$ cat src/sasc_pkg.sv
/*
  constants and types shared by the converter control block.
  assumes nothing beyond a systemverilog compiler.
*/
package sasc_pkg;
  // ****************************************
  // widths and counts
  // ****************************************
  localparam int RESULT_BITS = 14;
  localparam int CAL_CYCLES = 14000;
  localparam int ACQ_CYCLES = 3;
  localparam int ACQ_FULL = 4;
  localparam int CLK_HZ = 20000000;
  localparam real TSU_US = 3.2;
  localparam int TSU_CYC = int'((TSU_US * CLK_HZ + 999999.0) / 1000000.0);
  localparam logic [1:0] SEL_SHUTDOWN = 2'h0;
  localparam logic [1:0] SEL_UNIPOLAR = 2'h1;
  localparam logic [1:0] SEL_BIPOLAR = 2'h2;
  localparam logic [3:0] BIT_MSB = 4'hD;
  localparam logic [3:0] ACQ_SAT = 4'h3;
  localparam logic [3:0] ACQ_ONE = 4'h1;
  localparam logic [3:0] ZERO4 = 4'h0;

  // ****************************************
  // states
  // ****************************************
  typedef enum logic [3:0] {
    ST_IDLE = 4'b0001,
    ST_CAL = 4'b0010,
    ST_WAIT = 4'b0100,
    ST_CONVERT_START_N = 4'b1000
  } sasc_state_t;
endpackage : sasc_pkg

$ cat src/sasc_sync.sv
/*
  two flip-flop synchroniser, one bit per lane.
  assumes the inputs are asynchronous to clk.
*/
`timescale 1ns/10ps
module sasc_sync #(
  parameter int W = 1
) (
  // clock and reset
  input wire logic clk,
  input wire logic rst,
  // lanes
  input wire logic [W-1:0] din,
  output logic [W-1:0] dout
);
  logic [W-1:0] stage1;

  always_ff @(posedge clk) begin
    if (rst) begin
      stage1 <= '0;
      dout <= '0;
    end else begin
      stage1 <= din;
      dout <= stage1;
    end
  end
endmodule : sasc_sync

$ cat src/sasc_top.sv
/*
  control and serial readout of a successive-approximation converter.
  assumes the comparator decision arrives on compBit, clocked by mclk,
  and that the conversion clock and shift clock arrive as pins.
*/
// Notes on behaviour
// - low shutdown, high unipolar, float bipolar
// - shift clock may be asynchronous, between conversions
// - result leaves most significant bit first
// - end flag high through conversion or calibration
// - data driver enabled only under chip select
// - start on falling edge after acquisition completes
// - reset low holds converter inactive
// - reset rise starts 14000 cycle calibration
// - each conversion gives fourteen result bits
// - three idle cycles, else fourth edge
// - start pulses ignored during a conversion
// - read during conversion or by shift clock
`timescale 1ns/10ps
module sasc_top
  import sasc_pkg::*;
#(
  parameter int CAL_LEN = sasc_pkg::CAL_CYCLES
) (
  // clock and reset
  input wire logic mclk,
  input wire logic sys_rst,
  // pins from the host
  input wire logic convClk,
  input wire logic shiftClk,
  input wire logic chipSel_n,
  input wire logic convert_start_n,
  input wire logic reset_n,
  input wire logic [1:0] range_shutdown_select,
  // comparator decision
  input wire logic compBit,
  // pins to the host
  output logic endOfConv,
  output logic dataOut,
  output logic dataOut_oe_n,
  output logic bipolar,
  output logic shutdown,
  output logic settled
);
  // ****************************************
  // input synchronisation
  // ****************************************
  logic [4:0] syncIn;
  logic cclkS, sclkS, csN, convN, rstN, cclkQ, sclkQ, rstQ;
  logic csAct, convAct;
  logic cclkFall, sclkFall, rstRise;
  logic [1:0] selS;

  // selects enter inverted so a flushed synchroniser reads as released
  sasc_sync #(.W(5)) u_sync (
    .clk(mclk),
    .rst(sys_rst),
    .din({convClk, shiftClk, !chipSel_n, !convert_start_n, reset_n}),
    .dout(syncIn)
  );
  assign {cclkS, sclkS, csAct, convAct, rstN} = syncIn;
  assign csN = !csAct;
  assign convN = !convAct;

  sasc_sync #(.W(2)) u_syncSel (
    .clk(mclk),
    .rst(sys_rst),
    .din(range_shutdown_select),
    .dout(selS)
  );

  always_ff @(posedge mclk) begin
    if (sys_rst) begin
      cclkQ <= 1'b0;
      sclkQ <= 1'b0;
      rstQ <= 1'b0;
    end else begin
      cclkQ <= cclkS;
      sclkQ <= sclkS;
      rstQ <= rstN;
    end
  end
  assign cclkFall = cclkQ && !cclkS;
  assign sclkFall = sclkQ && !sclkS;
  assign rstRise = !rstQ && rstN;

  // ****************************************
  // range and shutdown decode
  // ****************************************
  always_ff @(posedge mclk) begin
    if (sys_rst) begin
      shutdown <= 1'b1;
      bipolar <= 1'b0;
    end else begin
      shutdown <= (selS == SEL_SHUTDOWN);
      bipolar <= (selS == SEL_BIPOLAR);
    end
  end

  // settling helper only; the host owns the wait
  logic [15:0] setCnt;
  always_ff @(posedge mclk) begin
    if (sys_rst || shutdown) begin
      setCnt <= '0;
      settled <= 1'b0;
    end else if (setCnt < 16'(TSU_CYC)) begin
      setCnt <= setCnt + 16'h0001;
      settled <= 1'b0;
    end else begin
      settled <= 1'b1;
    end
  end

  // ****************************************
  // control state
  // ****************************************
  sasc_state_t state;
  logic [15:0] calCnt;
  logic [3:0] acqCnt, bitIdx;
  logic [RESULT_BITS-1:0] result;
  logic startReq;

  // start request latched until acquisition done; ignored while busy
  always_ff @(posedge mclk) begin
    if (sys_rst || !rstN || state == ST_CONVERT_START_N) begin
      startReq <= 1'b0;
    end else if (!convN && state != ST_CAL) begin
      startReq <= 1'b1;
    end
  end

  always_ff @(posedge mclk) begin
    if (sys_rst || !rstN) begin
      state <= ST_IDLE;
      calCnt <= '0;
      acqCnt <= ACQ_SAT;
      bitIdx <= BIT_MSB;
    end else if (rstRise) begin
      state <= ST_CAL;
      calCnt <= '0;
      acqCnt <= ACQ_SAT;
    end else begin
      unique case (state)
        ST_IDLE: begin
          if (startReq && !shutdown) begin
            state <= ST_WAIT;
          end
        end
        ST_CAL: begin
          if (cclkFall) begin
            if (calCnt == 16'(CAL_LEN - 1)) begin
              state <= ST_IDLE;
            end else begin
              calCnt <= calCnt + 16'h0001;
            end
          end
        end
        ST_WAIT: begin
          if (cclkFall) begin
            if (acqCnt >= ACQ_SAT) begin
              state <= ST_CONVERT_START_N;
              bitIdx <= BIT_MSB;
            end else begin
              acqCnt <= acqCnt + ACQ_ONE;
            end
          end
        end
        ST_CONVERT_START_N: begin
          if (cclkFall) begin
            if (bitIdx == ZERO4) begin
              state <= ST_IDLE;
              acqCnt <= ZERO4;
            end else begin
              bitIdx <= bitIdx - ACQ_ONE;
            end
          end
        end
      endcase
      // idle cycles after a conversion count toward acquisition
      if (state == ST_IDLE && cclkFall && acqCnt < ACQ_SAT) begin
        acqCnt <= acqCnt + ACQ_ONE;
      end
    end
  end

  // ****************************************
  // result register and serial output
  // ****************************************
  logic [3:0] shIdx;
  always_ff @(posedge mclk) begin
    if (sys_rst) begin
      result <= '0;
      shIdx <= BIT_MSB;
      dataOut <= 1'b0;
    end else if (state == ST_CONVERT_START_N && cclkFall) begin
      result[bitIdx] <= compBit;
      dataOut <= compBit;
      shIdx <= BIT_MSB;
    end else if (state == ST_IDLE && !csN && sclkFall) begin
      dataOut <= result[shIdx];
      shIdx <= (shIdx == ZERO4) ? BIT_MSB : shIdx - ACQ_ONE;
    end else if (csN) begin
      shIdx <= BIT_MSB;
    end
  end

  assign dataOut_oe_n = csN;
  assign endOfConv = (state == ST_CAL) || (state == ST_CONVERT_START_N);

  // ****************************************
  // checks
  // ****************************************
  // fall counts kept apart from the control counters
  logic [3:0] idleFalls, convFalls;
  always_ff @(posedge mclk) begin
    if (sys_rst || !rstN) begin
      idleFalls <= 4'(ACQ_FULL);
    end else if (state == ST_CONVERT_START_N) begin
      idleFalls <= ZERO4;
    end else if (cclkFall && idleFalls < 4'(ACQ_FULL)) begin
      idleFalls <= idleFalls + ACQ_ONE;
    end
  end

  always_ff @(posedge mclk) begin
    if (sys_rst || state != ST_CONVERT_START_N) begin
      convFalls <= ZERO4;
    end else if (cclkFall) begin
      convFalls <= convFalls + ACQ_ONE;
    end
  end

  eoc_in_reset_a: assert property (@(posedge mclk) disable iff (sys_rst)
    !rstN |-> ##1 !endOfConv) else $error("end flag up in reset");
  cal_start_a: assert property (@(posedge mclk) disable iff (sys_rst)
    rstRise |=> endOfConv) else $error("no calibration");
  oe_follow_a: assert property (@(posedge mclk) disable iff (sys_rst)
    $past(chipSel_n, 2) && $past(chipSel_n) |-> dataOut_oe_n)
    else $error("driver without select");
  convert_start_n_len_a: assert property (@(posedge mclk) disable iff (sys_rst)
    $fell(state == ST_CONVERT_START_N) && rstN |-> convFalls == 4'(RESULT_BITS))
    else $error("conversion length wrong");
  no_restart_a: assert property (@(posedge mclk) disable iff (sys_rst)
    state == ST_CONVERT_START_N && rstN && !rstRise && !cclkFall |=>
    state == ST_CONVERT_START_N) else $error("conversion disturbed");
  start_edge_a: assert property (@(posedge mclk) disable iff (sys_rst)
    $rose(state == ST_CONVERT_START_N) |-> $past(cclkFall))
    else $error("start off falling edge");
  acq_gate_a: assert property (@(posedge mclk) disable iff (sys_rst)
    $rose(state == ST_CONVERT_START_N) |-> $past(idleFalls) >= 4'(ACQ_CYCLES))
    else $error("acquisition too short");
  shut_dec_a: assert property (@(posedge mclk) disable iff (sys_rst)
    selS == SEL_SHUTDOWN |=> shutdown) else $error("shutdown lost");
endmodule : sasc_top

$ cat config.mk
export PLATFORM = sky130hd
export DESIGN_NAME = sasc_top
export DESIGN_NICKNAME = d
export VERILOG_FILES = /design/src/sasc_pkg.sv /design/src/sasc_sync.sv /design/src/sasc_top.sv
export SDC_FILE = /design/constraint.sdc
export NUM_CORES = 1
export LEC_CHECK = 0
export CELL_PAD_IN_SITES_DETAIL_PLACEMENT = 1
export CELL_PAD_IN_SITES_GLOBAL_PLACEMENT = 2
export CORE_ASPECT_RATIO = 0.6
export CORE_MARGIN = 2
export CORE_UTILIZATION = 36
export DETAILED_ROUTE_END_ITERATION = 10
export DONT_BUFFER_PORTS = 1
export PLACE_DENSITY_LB_ADDON = 0.12
export RECOVER_POWER = 100
export SETUP_SLACK_MARGIN = 0.05
export SYNTH_ARGS = -nofsm -noshare
export SYNTH_HDL_FRONTEND = slang
export SYNTH_HIERARCHICAL = 1
export SYNTH_SLANG_ARGS = --single-unit
$ cat constraint.sdc
create_clock -name mclk -period 1.6 [get_ports mclk]
set_input_delay 0.32 -clock mclk [delete_from_list [all_inputs] [get_ports mclk]]
set_output_delay 0.32 -clock mclk [all_outputs]
set_load 0.02 [all_outputs]
==> results of run 1 <==
## cell type report
type,count,area share (%)
clock buffers,10,4.247
well taps,135,3.002
clock inverters,6,1.379
flip-flops and latches,84,30.15
repair buffers,101,16.12
inverters,14,0.9340
multi-input cells,285,44.16
## timing repair
item,CTS,global route
buffers inserted,18,16
endpoints found under the setup margin,53,56
gates cloned,1,0
pin swaps,39,37
resized for setup,85,53
## path summary, 6_finish.rpt
path	from	to	slack (ns)	depth (start not counted)
worst max-delay path	state[3]$_SDFFE_PP0P_	state[0]$_SDFFE_PP1P_	-0.23	8
worst min-delay path	sys_rst	result[7]$_SDFFE_PP0P_	0.05	1
worst max register to register	state[3]$_SDFFE_PP0P_	state[0]$_SDFFE_PP1P_	-0.23	8
worst min register to register	u_sync/stage1[2]$_SDFF_PP0_	u_sync/dout[2]$_SDFF_PP0_	0.44	1
## placed cells by master, fill, tap and decap left out, drive strengths merged, types with 5 or more instances in the layout
cell type and instances:
a21oi 10, and2 15, and3 11, buf 98, clkbuf 13, dfxtp 84, ha 10, inv 18
mux2i 19, nand2 14, nand2b 7, nand3 23, nand4 16, nor2 47, nor2b 20, nor3 9
nor3b 6, nor4b 5, o21ai 14, xnor2 5, xor2 16
## kinds of logic (layout without fill, tap and decap cells)
family          count (synthesis)  count (layout)  synth area share, %
mux                            22              22                6.906
compound gates                 41              41                6.873
buf+inv                        33             131                3.587
flops                          84              84                45.06
xor+xnor                       21              21                4.928
simple gates                  191             191                29.30
fa+ha+maj                      10              10                3.352
## sequential cells by signal, indices dropped and copies added (netlist names)
register	count
result	14
setCnt	16
startReq	1
bitIdx	4
settled	1
acqCnt	4
shutdown	1
u_syncSel/stage1	2
state	4
cclkQ	1
shIdx	4
calCnt	16
rstQ	1
u_sync/stage1	5
sclkQ	1
bipolar	1
u_sync/dout	5
u_syncSel/dout	2
dataOut	1
## worst reg2reg max path: cells and delay by family (launching register included)
family	cells	cell delay, ns
buffers and inverters	3	0.36
AND/OR/NAND/NOR	2	0.50
flip-flops	1	0.35
AO/OA/AOI/OAI	3	0.52
## layer usage
| metal | wire length [um] | vias to the layer above | global-route usage [%] |
|---|---|---|---|
| met5 | 0 | - | 0 |
| met3 | 317 | 11 | 4.640 |
| li1 | - | 1600 | - |
| met1 | 5750 | 1610 | 29.83 |
| met2 | 5114 | 31 | 29.26 |
| met4 | 110 | 0 | 5.114 |
## power groups by stage
stage	logic, mW	clock network (mW)	registers (mW)
floorplan	0.0678	0	2.17
global placement	0.0843	0	2.17
detailed placement	0.0876	0	2.18
CTS	0.104	2.28	2.12
global route	0.121	2.40	2.12
finish	0.113	2.22	2.12
## per-stage QoR
stage	TNS, ns	power [mW]	hold slack, ns	cells
after floorplan	-0.2415	2.239	0.3916	402
after global placement	-1.722	2.259	0.3970	589
after detailed placement	-3.123	2.263	0.4005	589
after CTS	-3.031	4.504	0.03544	623
after global routing	-8.977	4.643	0.02504	635
final	-4.659	4.456	0.04711	635
==> results list, run 1 <==
- Time the worst path needs with I/O delays and setup: 1.827 ns
- Antenna diode count: 0
- The cell sitting at the root of the clock tree is a sky130_fd_sc_hd__clkbuf_16.
* Power Dens Cells: 792.0 nW/um^2
- Yosys printed 6 warnings.
- Combinational cells account for 2.5% of the total power.
- Routed wire length: 11290 um
- Area of the core region: 9985 um^2
* Count of port buffers added during placement: 0
- Largest delay share family, worst path: compound AO/OA/AOI/OAI gates
- Dividing the detail-routed wire length by the instance count gives 17.78 um.
- Reg area: 1697 um^2
- Share of synthesized flip-flops with an asynchronous set or reset: 0%
- Count of max-cap constraint violations: 0
- Maximum clock frequency: 547.2 MHz
- Counting the fill cells in the layout gives 1078.
- For this configuration, the core starts out at a cell density of 37.38%.
- Share of the core filled with cells: 56.35%
- Net switching is 22.56% of the power.
- On the worst path, the slowest cell contributes a delay of 0.35 ns.
- The number of antenna violations at the first check in global routing came to 0.
* Cell type with the largest total area after synthesis: sky130_fd_sc_hd__dfxtp_1
- Setup violations remaining at the end of the flow were counted as 47.
* Post-Place Setup Slack: -0.2134 ns
- In the routed layout, each cell is associated on average with a via count of 5.121.
* Count of buffering cells on the critical path with inverters included: 3
- Die ar.: 11220 um^2
- Area occupied by multi-input gates: 2485 um^2
* Maximum fanout encountered on the critical timing path: 6
- STA puts the critical path data arrival time at 2.06 ns.
* Initial detailed-routing violation count: 124
- Share of the clock period used by the worst path after layout: 114.2%
- Post-Layout Inst Area: 5627 um^2
- CTS tree: done
* Internal Pwr Total: 3.451 mW
- LEAKAGE: 2.225 nW
- The synthesized design contains 0 enable-type register cells.
- The checks that failed: setup timing.
- Yosys instantiated no cell more often than sky130_fd_sc_hd__dfxtp_1.
- Per report_power, the clock group accounts for 49.8% of the total.
- Largest net degree at the start of global routing: 38
- Once routing completed, OpenROAD measured the worst setup slack at -0.2274 ns.
- Sequential elements use 45.06% of the synthesized area.
* Clock latency on the worst-skew pair: 0.34 ns
* Most common cell type on the critical path: sky130_fd_sc_hd__buf_6
- After clock tree synthesis, the flow added hold-fix buffers numbering 0.
- At the worst endpoint, the required time is 1.83 ns.
* Post-Synthesis Net Count: 422
- Slew Limit Fails: 0
- After floorplanning, the core was divided into 28 placement rows.
- Seq cells post-synth: 84
* Number of detailed-route iterations in the first pass: 4
* Tightest Hold Check Type: input port to flip-flop
- Unrepaired setup endpoints after global routing: true
- Switching power: 1.005 mW
- In the routed design, unresolved DRC markers number 0.
* Capturing element type of the critical path: flip-flop
- In this run the cell area measured after placement is 4483 um^2.
- Cell types with the largest area share after synthesis: sky130_fd_sc_hd__dfxtp_1 45%, sky130_fd_sc_hd__mux2i_1 5.1%, sky130_fd_sc_hd__nor2_1 4.7%
- Synth Area per Inst: 9.284 um^2
- Slowest cell on the critical path: sky130_fd_sc_hd__dfxtp_4
* Die extent in x: 135.5 um
* Clock sink count: 84
* Bufs on Longest Clock Path: 2
- Cells with a size suffix above 1 make up 41.60% of the layout.
- Routability congestion estimate: 0.8389
- The net count of the finished layout is 515.
* Most frequent cells after synthesis: 84 x sky130_fd_sc_hd__dfxtp_1, 47 x sky130_fd_sc_hd__nor2_1, 23 x sky130_fd_sc_hd__nand3_1
- Most used DFF post-synth: sky130_fd_sc_hd__dfxtp_1
- Compared with the post-synthesis result, the final layout area differs by 50.75%.
- The first global-routing pass estimated 17650 um of wire.
- Count of antenna-violating nets left after detailed routing: 0
* Slew margin rel.: 60.76%
- Grt total ovfl: 0
* I/O pin count: 16
* Clock-pin slew reported for the worst setup and hold paths after clock tree synthesis: 0.07 ns
- The signal on the critical path passes through buf_6, buf_6, buf_6, nor4b_4, a22oi_1, and3_4, o21a_1, o31a_1.
* Total standard cell area after synthesis: 3732 um^2
- The worst setup path is launched from a flip-flop.
- Via count of the first global-routing pass: 3295
- Across the routed clock network, the largest skew measured is 0.003771 ns.
- Detailed Place HPWL: 7246 um
- Fraction of power consumed by sequential logic: 47.6%
- Global routing consumed, over all layers together, 20.11% of the routing resources.
- Clock tree synthesis inserted a total of 9 buffers.
* Outcome: complete, but fails checks
- Transition time at the pin with the least slew margin: 0.5874 ns
- In this run, distinct cell masters in the synthesized netlist total 50.
- Yosys top cell area share: 45.06%
- Critical path type: flip-flop to flip-flop
* Final hold violation count: 0
* Maximum ir drop on the vdd rail: 0.5580 mV
* Number of vias in the routed layout: 3252
- Floorplan die height: 82.87 um
- Synthesis produced 402 cells.
- The clock tree synthesis step divided the H-tree into 3 levels.
Note: power is estimated with default switching activity, not from simulation.
==> inputs of run 2 (changes only) <==
- SYNTH_HIERARCHICAL: 1 -> default
- TNS_END_PERCENT: default -> 100
==> results list, run 2 <==
* Sequential area share after synthesis: 45.81% (+0.75 points)
- Share of the core filled with cells: 54.00% (-2.4 points)
- Floorplan die height: 82.22 um (-0.78%)
- The net switching power is 1.014 mW (+0.82%).
* Unrepaired setup endpoints after global routing: true
- Number of detailed-route iterations in the first pass: 4 (unchanged)
- The multiplexer area fraction after synthesis came to 7.294% (+0.39 points).
- The critical path data required time was 1.84 ns (about the same).
- The initial standard-cell utilization of the core was 37.16% (-0.22 points).
- Internal Pwr Total: 3.390 mW (-1.8%)
- Worst r2r src: calCnt[15]$_SDFFE_PP0P_
- Yosys top cell area share: 45.81% (+0.75 points)
- The average vias per placed instance is 5.073 (-0.95%).
- Seq cells post-synth: 84 (unchanged)
* Grt total ovfl: 0 (unchanged)
* Area added between synthesis and finish: 45.33%
- The actual slew at the worst max-slew pin came to 0.6810 ns (+0.09356 ns).
- The maximum root-to-sink buffer count came to 2 (unchanged).
* Clock H-tree levels: 3 (unchanged)
- Power Dens Cells: 825.3 nW/um^2 (+4.2%)
- Maximum ir drop on the vdd rail: 0.4902 mV (-12%)
- The simple-gate share of the synthesized area was 27.74% (-1.6 points).
* Total standard cell area after synthesis: 3671 um^2 (-1.6%)
- The largest net degree at the start of global routing was 38 (unchanged).
- Cell types with the largest area share after synthesis: sky130_fd_sc_hd__dfxtp_1 46%, sky130_fd_sc_hd__mux2i_1 5.5%, sky130_fd_sc_hd__nor2_1 5.1%
- Sorting the synthesized cells by how often they occur yields 84 x sky130_fd_sc_hd__dfxtp_1, 50 x sky130_fd_sc_hd__nor2_1, 23 x sky130_fd_sc_hd__nand2_1.
- The largest clock skew in the final design came to 0.007836 ns (+0.004065 ns).
- The critical path ends at state[3]$_SDFFE_PP0P_.
* Minimum setup slack in the final design: -0.3709 ns (-0.1435 ns)
- Commonest non-fill, non-tap cell in the layout: sky130_fd_sc_hd__dfxtp_1
* Fraction of power consumed by sequential logic: 48.2% (+0.6 points)
* Failing checks: setup timing
- Yosys instantiated no cell more often than sky130_fd_sc_hd__dfxtp_1.
- Detailed Place HPWL: 7248 um (about the same)
- The clock network power share came to 49.7% (about the same).
- The run finished, with violations left.
* Number of enable flip-flop cells after synthesis: 0 (unchanged)
- Area fraction in compound gates after synthesis: 8.180% (+1.3 points)
- The data arrival at the endpoint of the critical path came to 2.21 ns (+0.15 ns).
* Critical path launch point type: flip-flop
- Clock latency on the worst-skew pair: 0.35 ns (about the same)
- The post-cts hold buffer count is 0 (unchanged).
- The biggest area contributor in the post-synthesis netlist is sky130_fd_sc_hd__dfxtp_1.
* I/O pin count: 16 (unchanged)
* Slew Limit Fails: 0 (unchanged)
- The final-stage net count is 498 (-3.3%).
- Die extent in x: 134.4 um (-0.80%)
- Count of port buffers added during placement: 0 (unchanged)
* First-pass GRT wire length: 16590 um (-6.0%)
- The number of sinks on the clock net was 84 (unchanged).
* CTS root buf: sky130_fd_sc_hd__clkbuf_16
* Slew margin rel.: 54.51% (-6.3 points)
- The number of placement rows came to 28 (unchanged).
- The timing-limited maximum frequency was 507.4 MHz (-7.3%).
- The count of cell types in the netlist is 52 (+4.0%).
- Routability congestion estimate: 0.9008 (+7.4%)
- Antenna diode count: 0 (unchanged)
- The die area was 11050 um^2 (-1.6%).
- The logic gate share of total power came to 2.1% (-0.4 points).
* Minimum setup slack among reg-to-reg paths: -0.37 ns (-0.14 ns)
* CTS tree: done
- The detailed router's first-iteration violation count came to 116 (-6.5%).
* Proportion of layout cells with a drive suffix above 1: 39.34% (-2.3 points)
- Via count of the first global-routing pass: 3031 (-8.0%)
- Time the worst path needs with I/O delays and setup: 1.971 ns (+0.1435 ns)
* Post-Synthesis Net Count: 410 (-2.8%)
* Global routing usage summed across all routing layers: 19.91% (-0.20 points)
* End of the worst register-to-register path: state[3]$_SDFFE_PP0P_
* Capturing element type of the critical path: flip-flop
- Most frequent cells in the layout: 74 x sky130_fd_sc_hd__dfxtp_1, 68 x sky130_fd_sc_hd__buf_4, 46 x sky130_fd_sc_hd__nor2_1
- The depth of the worst register-to-register path is 5 (-3).
- Total DRC errors in the routed layout: 0 (unchanged)
- Initial antenna violation count: 0 (unchanged)
- The clock buffer count from CTS was 9 (unchanged).
- The fraction of synthesized cell area in xor and xnor cells came to 4.533% (-0.39 points).
- Switching share of power: 23.02% (+0.46 points)
* LEAKAGE: 2.118 nW (-4.8%)
- Clock-pin slew reported for the worst setup and hold paths after clock tree synthesis: 0.07 ns (about the same)
- Arithmetic-cell share of the synthesized area counting full adders, half adders and majority gates: 3.408% (+0.056 points)
* Share of the clock period used by the worst path after layout: 123.2% (+9.0 points)
- Final hold violation count: 0 (unchanged)
- The number of vias in the routed layout was 3135 (-3.6%).
- Count of antenna-violating nets left after detailed routing: 0 (unchanged)
* Number of warnings issued by yosys: 0 (-6)
* Area of the core region: 9879 um^2 (-1.1%)
* Final count of negative-setup-slack endpoints: 53 (+13%)
* Critical path type: flip-flop to flip-flop
- By area, the combinational part of the netlist is dominated by simple AND/OR/NAND/NOR gates.
- The min-delay analysis places its worst path in the category input port to flip-flop.
- CP Launch Point: calCnt[15]$_SDFFE_PP0P_
- Sum of negative setup slack: -11.79 ns (-7.129 ns)
- The routed wire length came to 10700 um (-5.2%).
- Maximum fanout encountered on the critical timing path: 2 (-4)
- Synth Area per Inst: 9.413 um^2 (+1.4%)
- Count of max-cap constraint violations: 0 (unchanged)
* Most used DFF post-synth: sky130_fd_sc_hd__dfxtp_1
* Share of synthesized flip-flops with an asynchronous set or reset: 0% (unchanged)
* Average detailed-routed wire length per instance: 17.32 um (-2.6%)
- Post-Synthesis Cells: 390 (-3.0%)
* Largest registers: calCnt: 16 flops, setCnt: 16 flops, result: 14 flops
[run 2: worst max-delay path, stage by stage (launching register included)]
cell,delay [ns]
sky130_fd_sc_hd__dfxtp_2,0.32
sky130_fd_sc_hd__or4b_4,0.54
sky130_fd_sc_hd__o41a_1,0.47
sky130_fd_sc_hd__a2111oi_4,0.27
sky130_fd_sc_hd__mux2i_1,0.22
sky130_fd_sc_hd__nor2_1,0.05
[run 2: logic make-up (layout without fill, tap and decap cells)]
group                      count (synthesis)  in the layout
and+or+nand+nor                          184            185
DFF                                       84             84
AOI/OAI and AO/OA                         44             44
buffers and inverters                     26            118
muxes                                     23             23
xor gates and xnor gates                  19             19
adders and majority gates                 10             10
[run 2: worst min-delay path by stage]
stage,start,end,cells after the start
floorplan,convert_start_n,u_sync.stage1[1]$_SDFF_PP0_,1
global placement,convert_start_n,u_sync.stage1[1]$_SDFF_PP0_,1
detailed placement,convert_start_n,u_sync.stage1[1]$_SDFF_PP0_,1
CTS,convert_start_n,u_sync.stage1[1]$_SDFF_PP0_,1
global route,convert_start_n,u_sync.stage1[1]$_SDFF_PP0_,1
finish,convert_start_n,u_sync.stage1[1]$_SDFF_PP0_,1
[run 2: power groups by stage]
stage               clock, mW  sequential, mW  combinational, mW
floorplan                   0            2.17             0.0661
global placement            0            2.17             0.0825
detailed placement          0            2.17             0.0842
CTS                      2.24            2.12             0.0884
global route             2.34            2.12             0.0990
finish                   2.19            2.12             0.0904
[run 2: routing by layer]
layer / track usage [%] / wire [um] / share of wire (%)
met1: 30.17 / 5807 / 54
met2: 27.35 / 4443 / 42
met3: 4.823 / 304 / 2.8
met4: 6.316 / 147 / 1.4
met5: 0 / 0 / 0
[run 2: repair_timing]
action	in CTS	in global routing
pin swaps	24	21
buffers inserted	7	11
endpoints found under the setup margin	54	55
gates cloned	1	1
resized for setup	49	32
[run 2: final cells by class]
cell class	instances	area (um^2)
Timing Repair Buffer	90	778.2
Sequential cell	84	1697
Fill cell	1108	4544
Clock buffer	9	225.2
Multi-Input combinational cell	281	2341
Inverter	12	45.04
Tap cell	135	168.9
Clock inverter	7	80.08
[run 2: stage by stage]
stage | hold slack (ns) | cell area [um^2] | power, mW | worst slack [ns] | std cells
2_1_floorplan | 0.3867 | 3904 | 2.238 | -0.3014 | 390
3_3_place_gp | 0.3887 | 4579 | 2.254 | -0.3384 | 587
3_5_place_dp | 0.3932 | 4579 | 2.257 | -0.3827 | 587
4_1_cts | 0.01652 | 5121 | 4.456 | -0.3599 | 609
5_1_grt | 0.01987 | 5335 | 4.561 | -0.4441 | 618
6_report | 0.02892 | 5335 | 4.403 | -0.3709 | 618
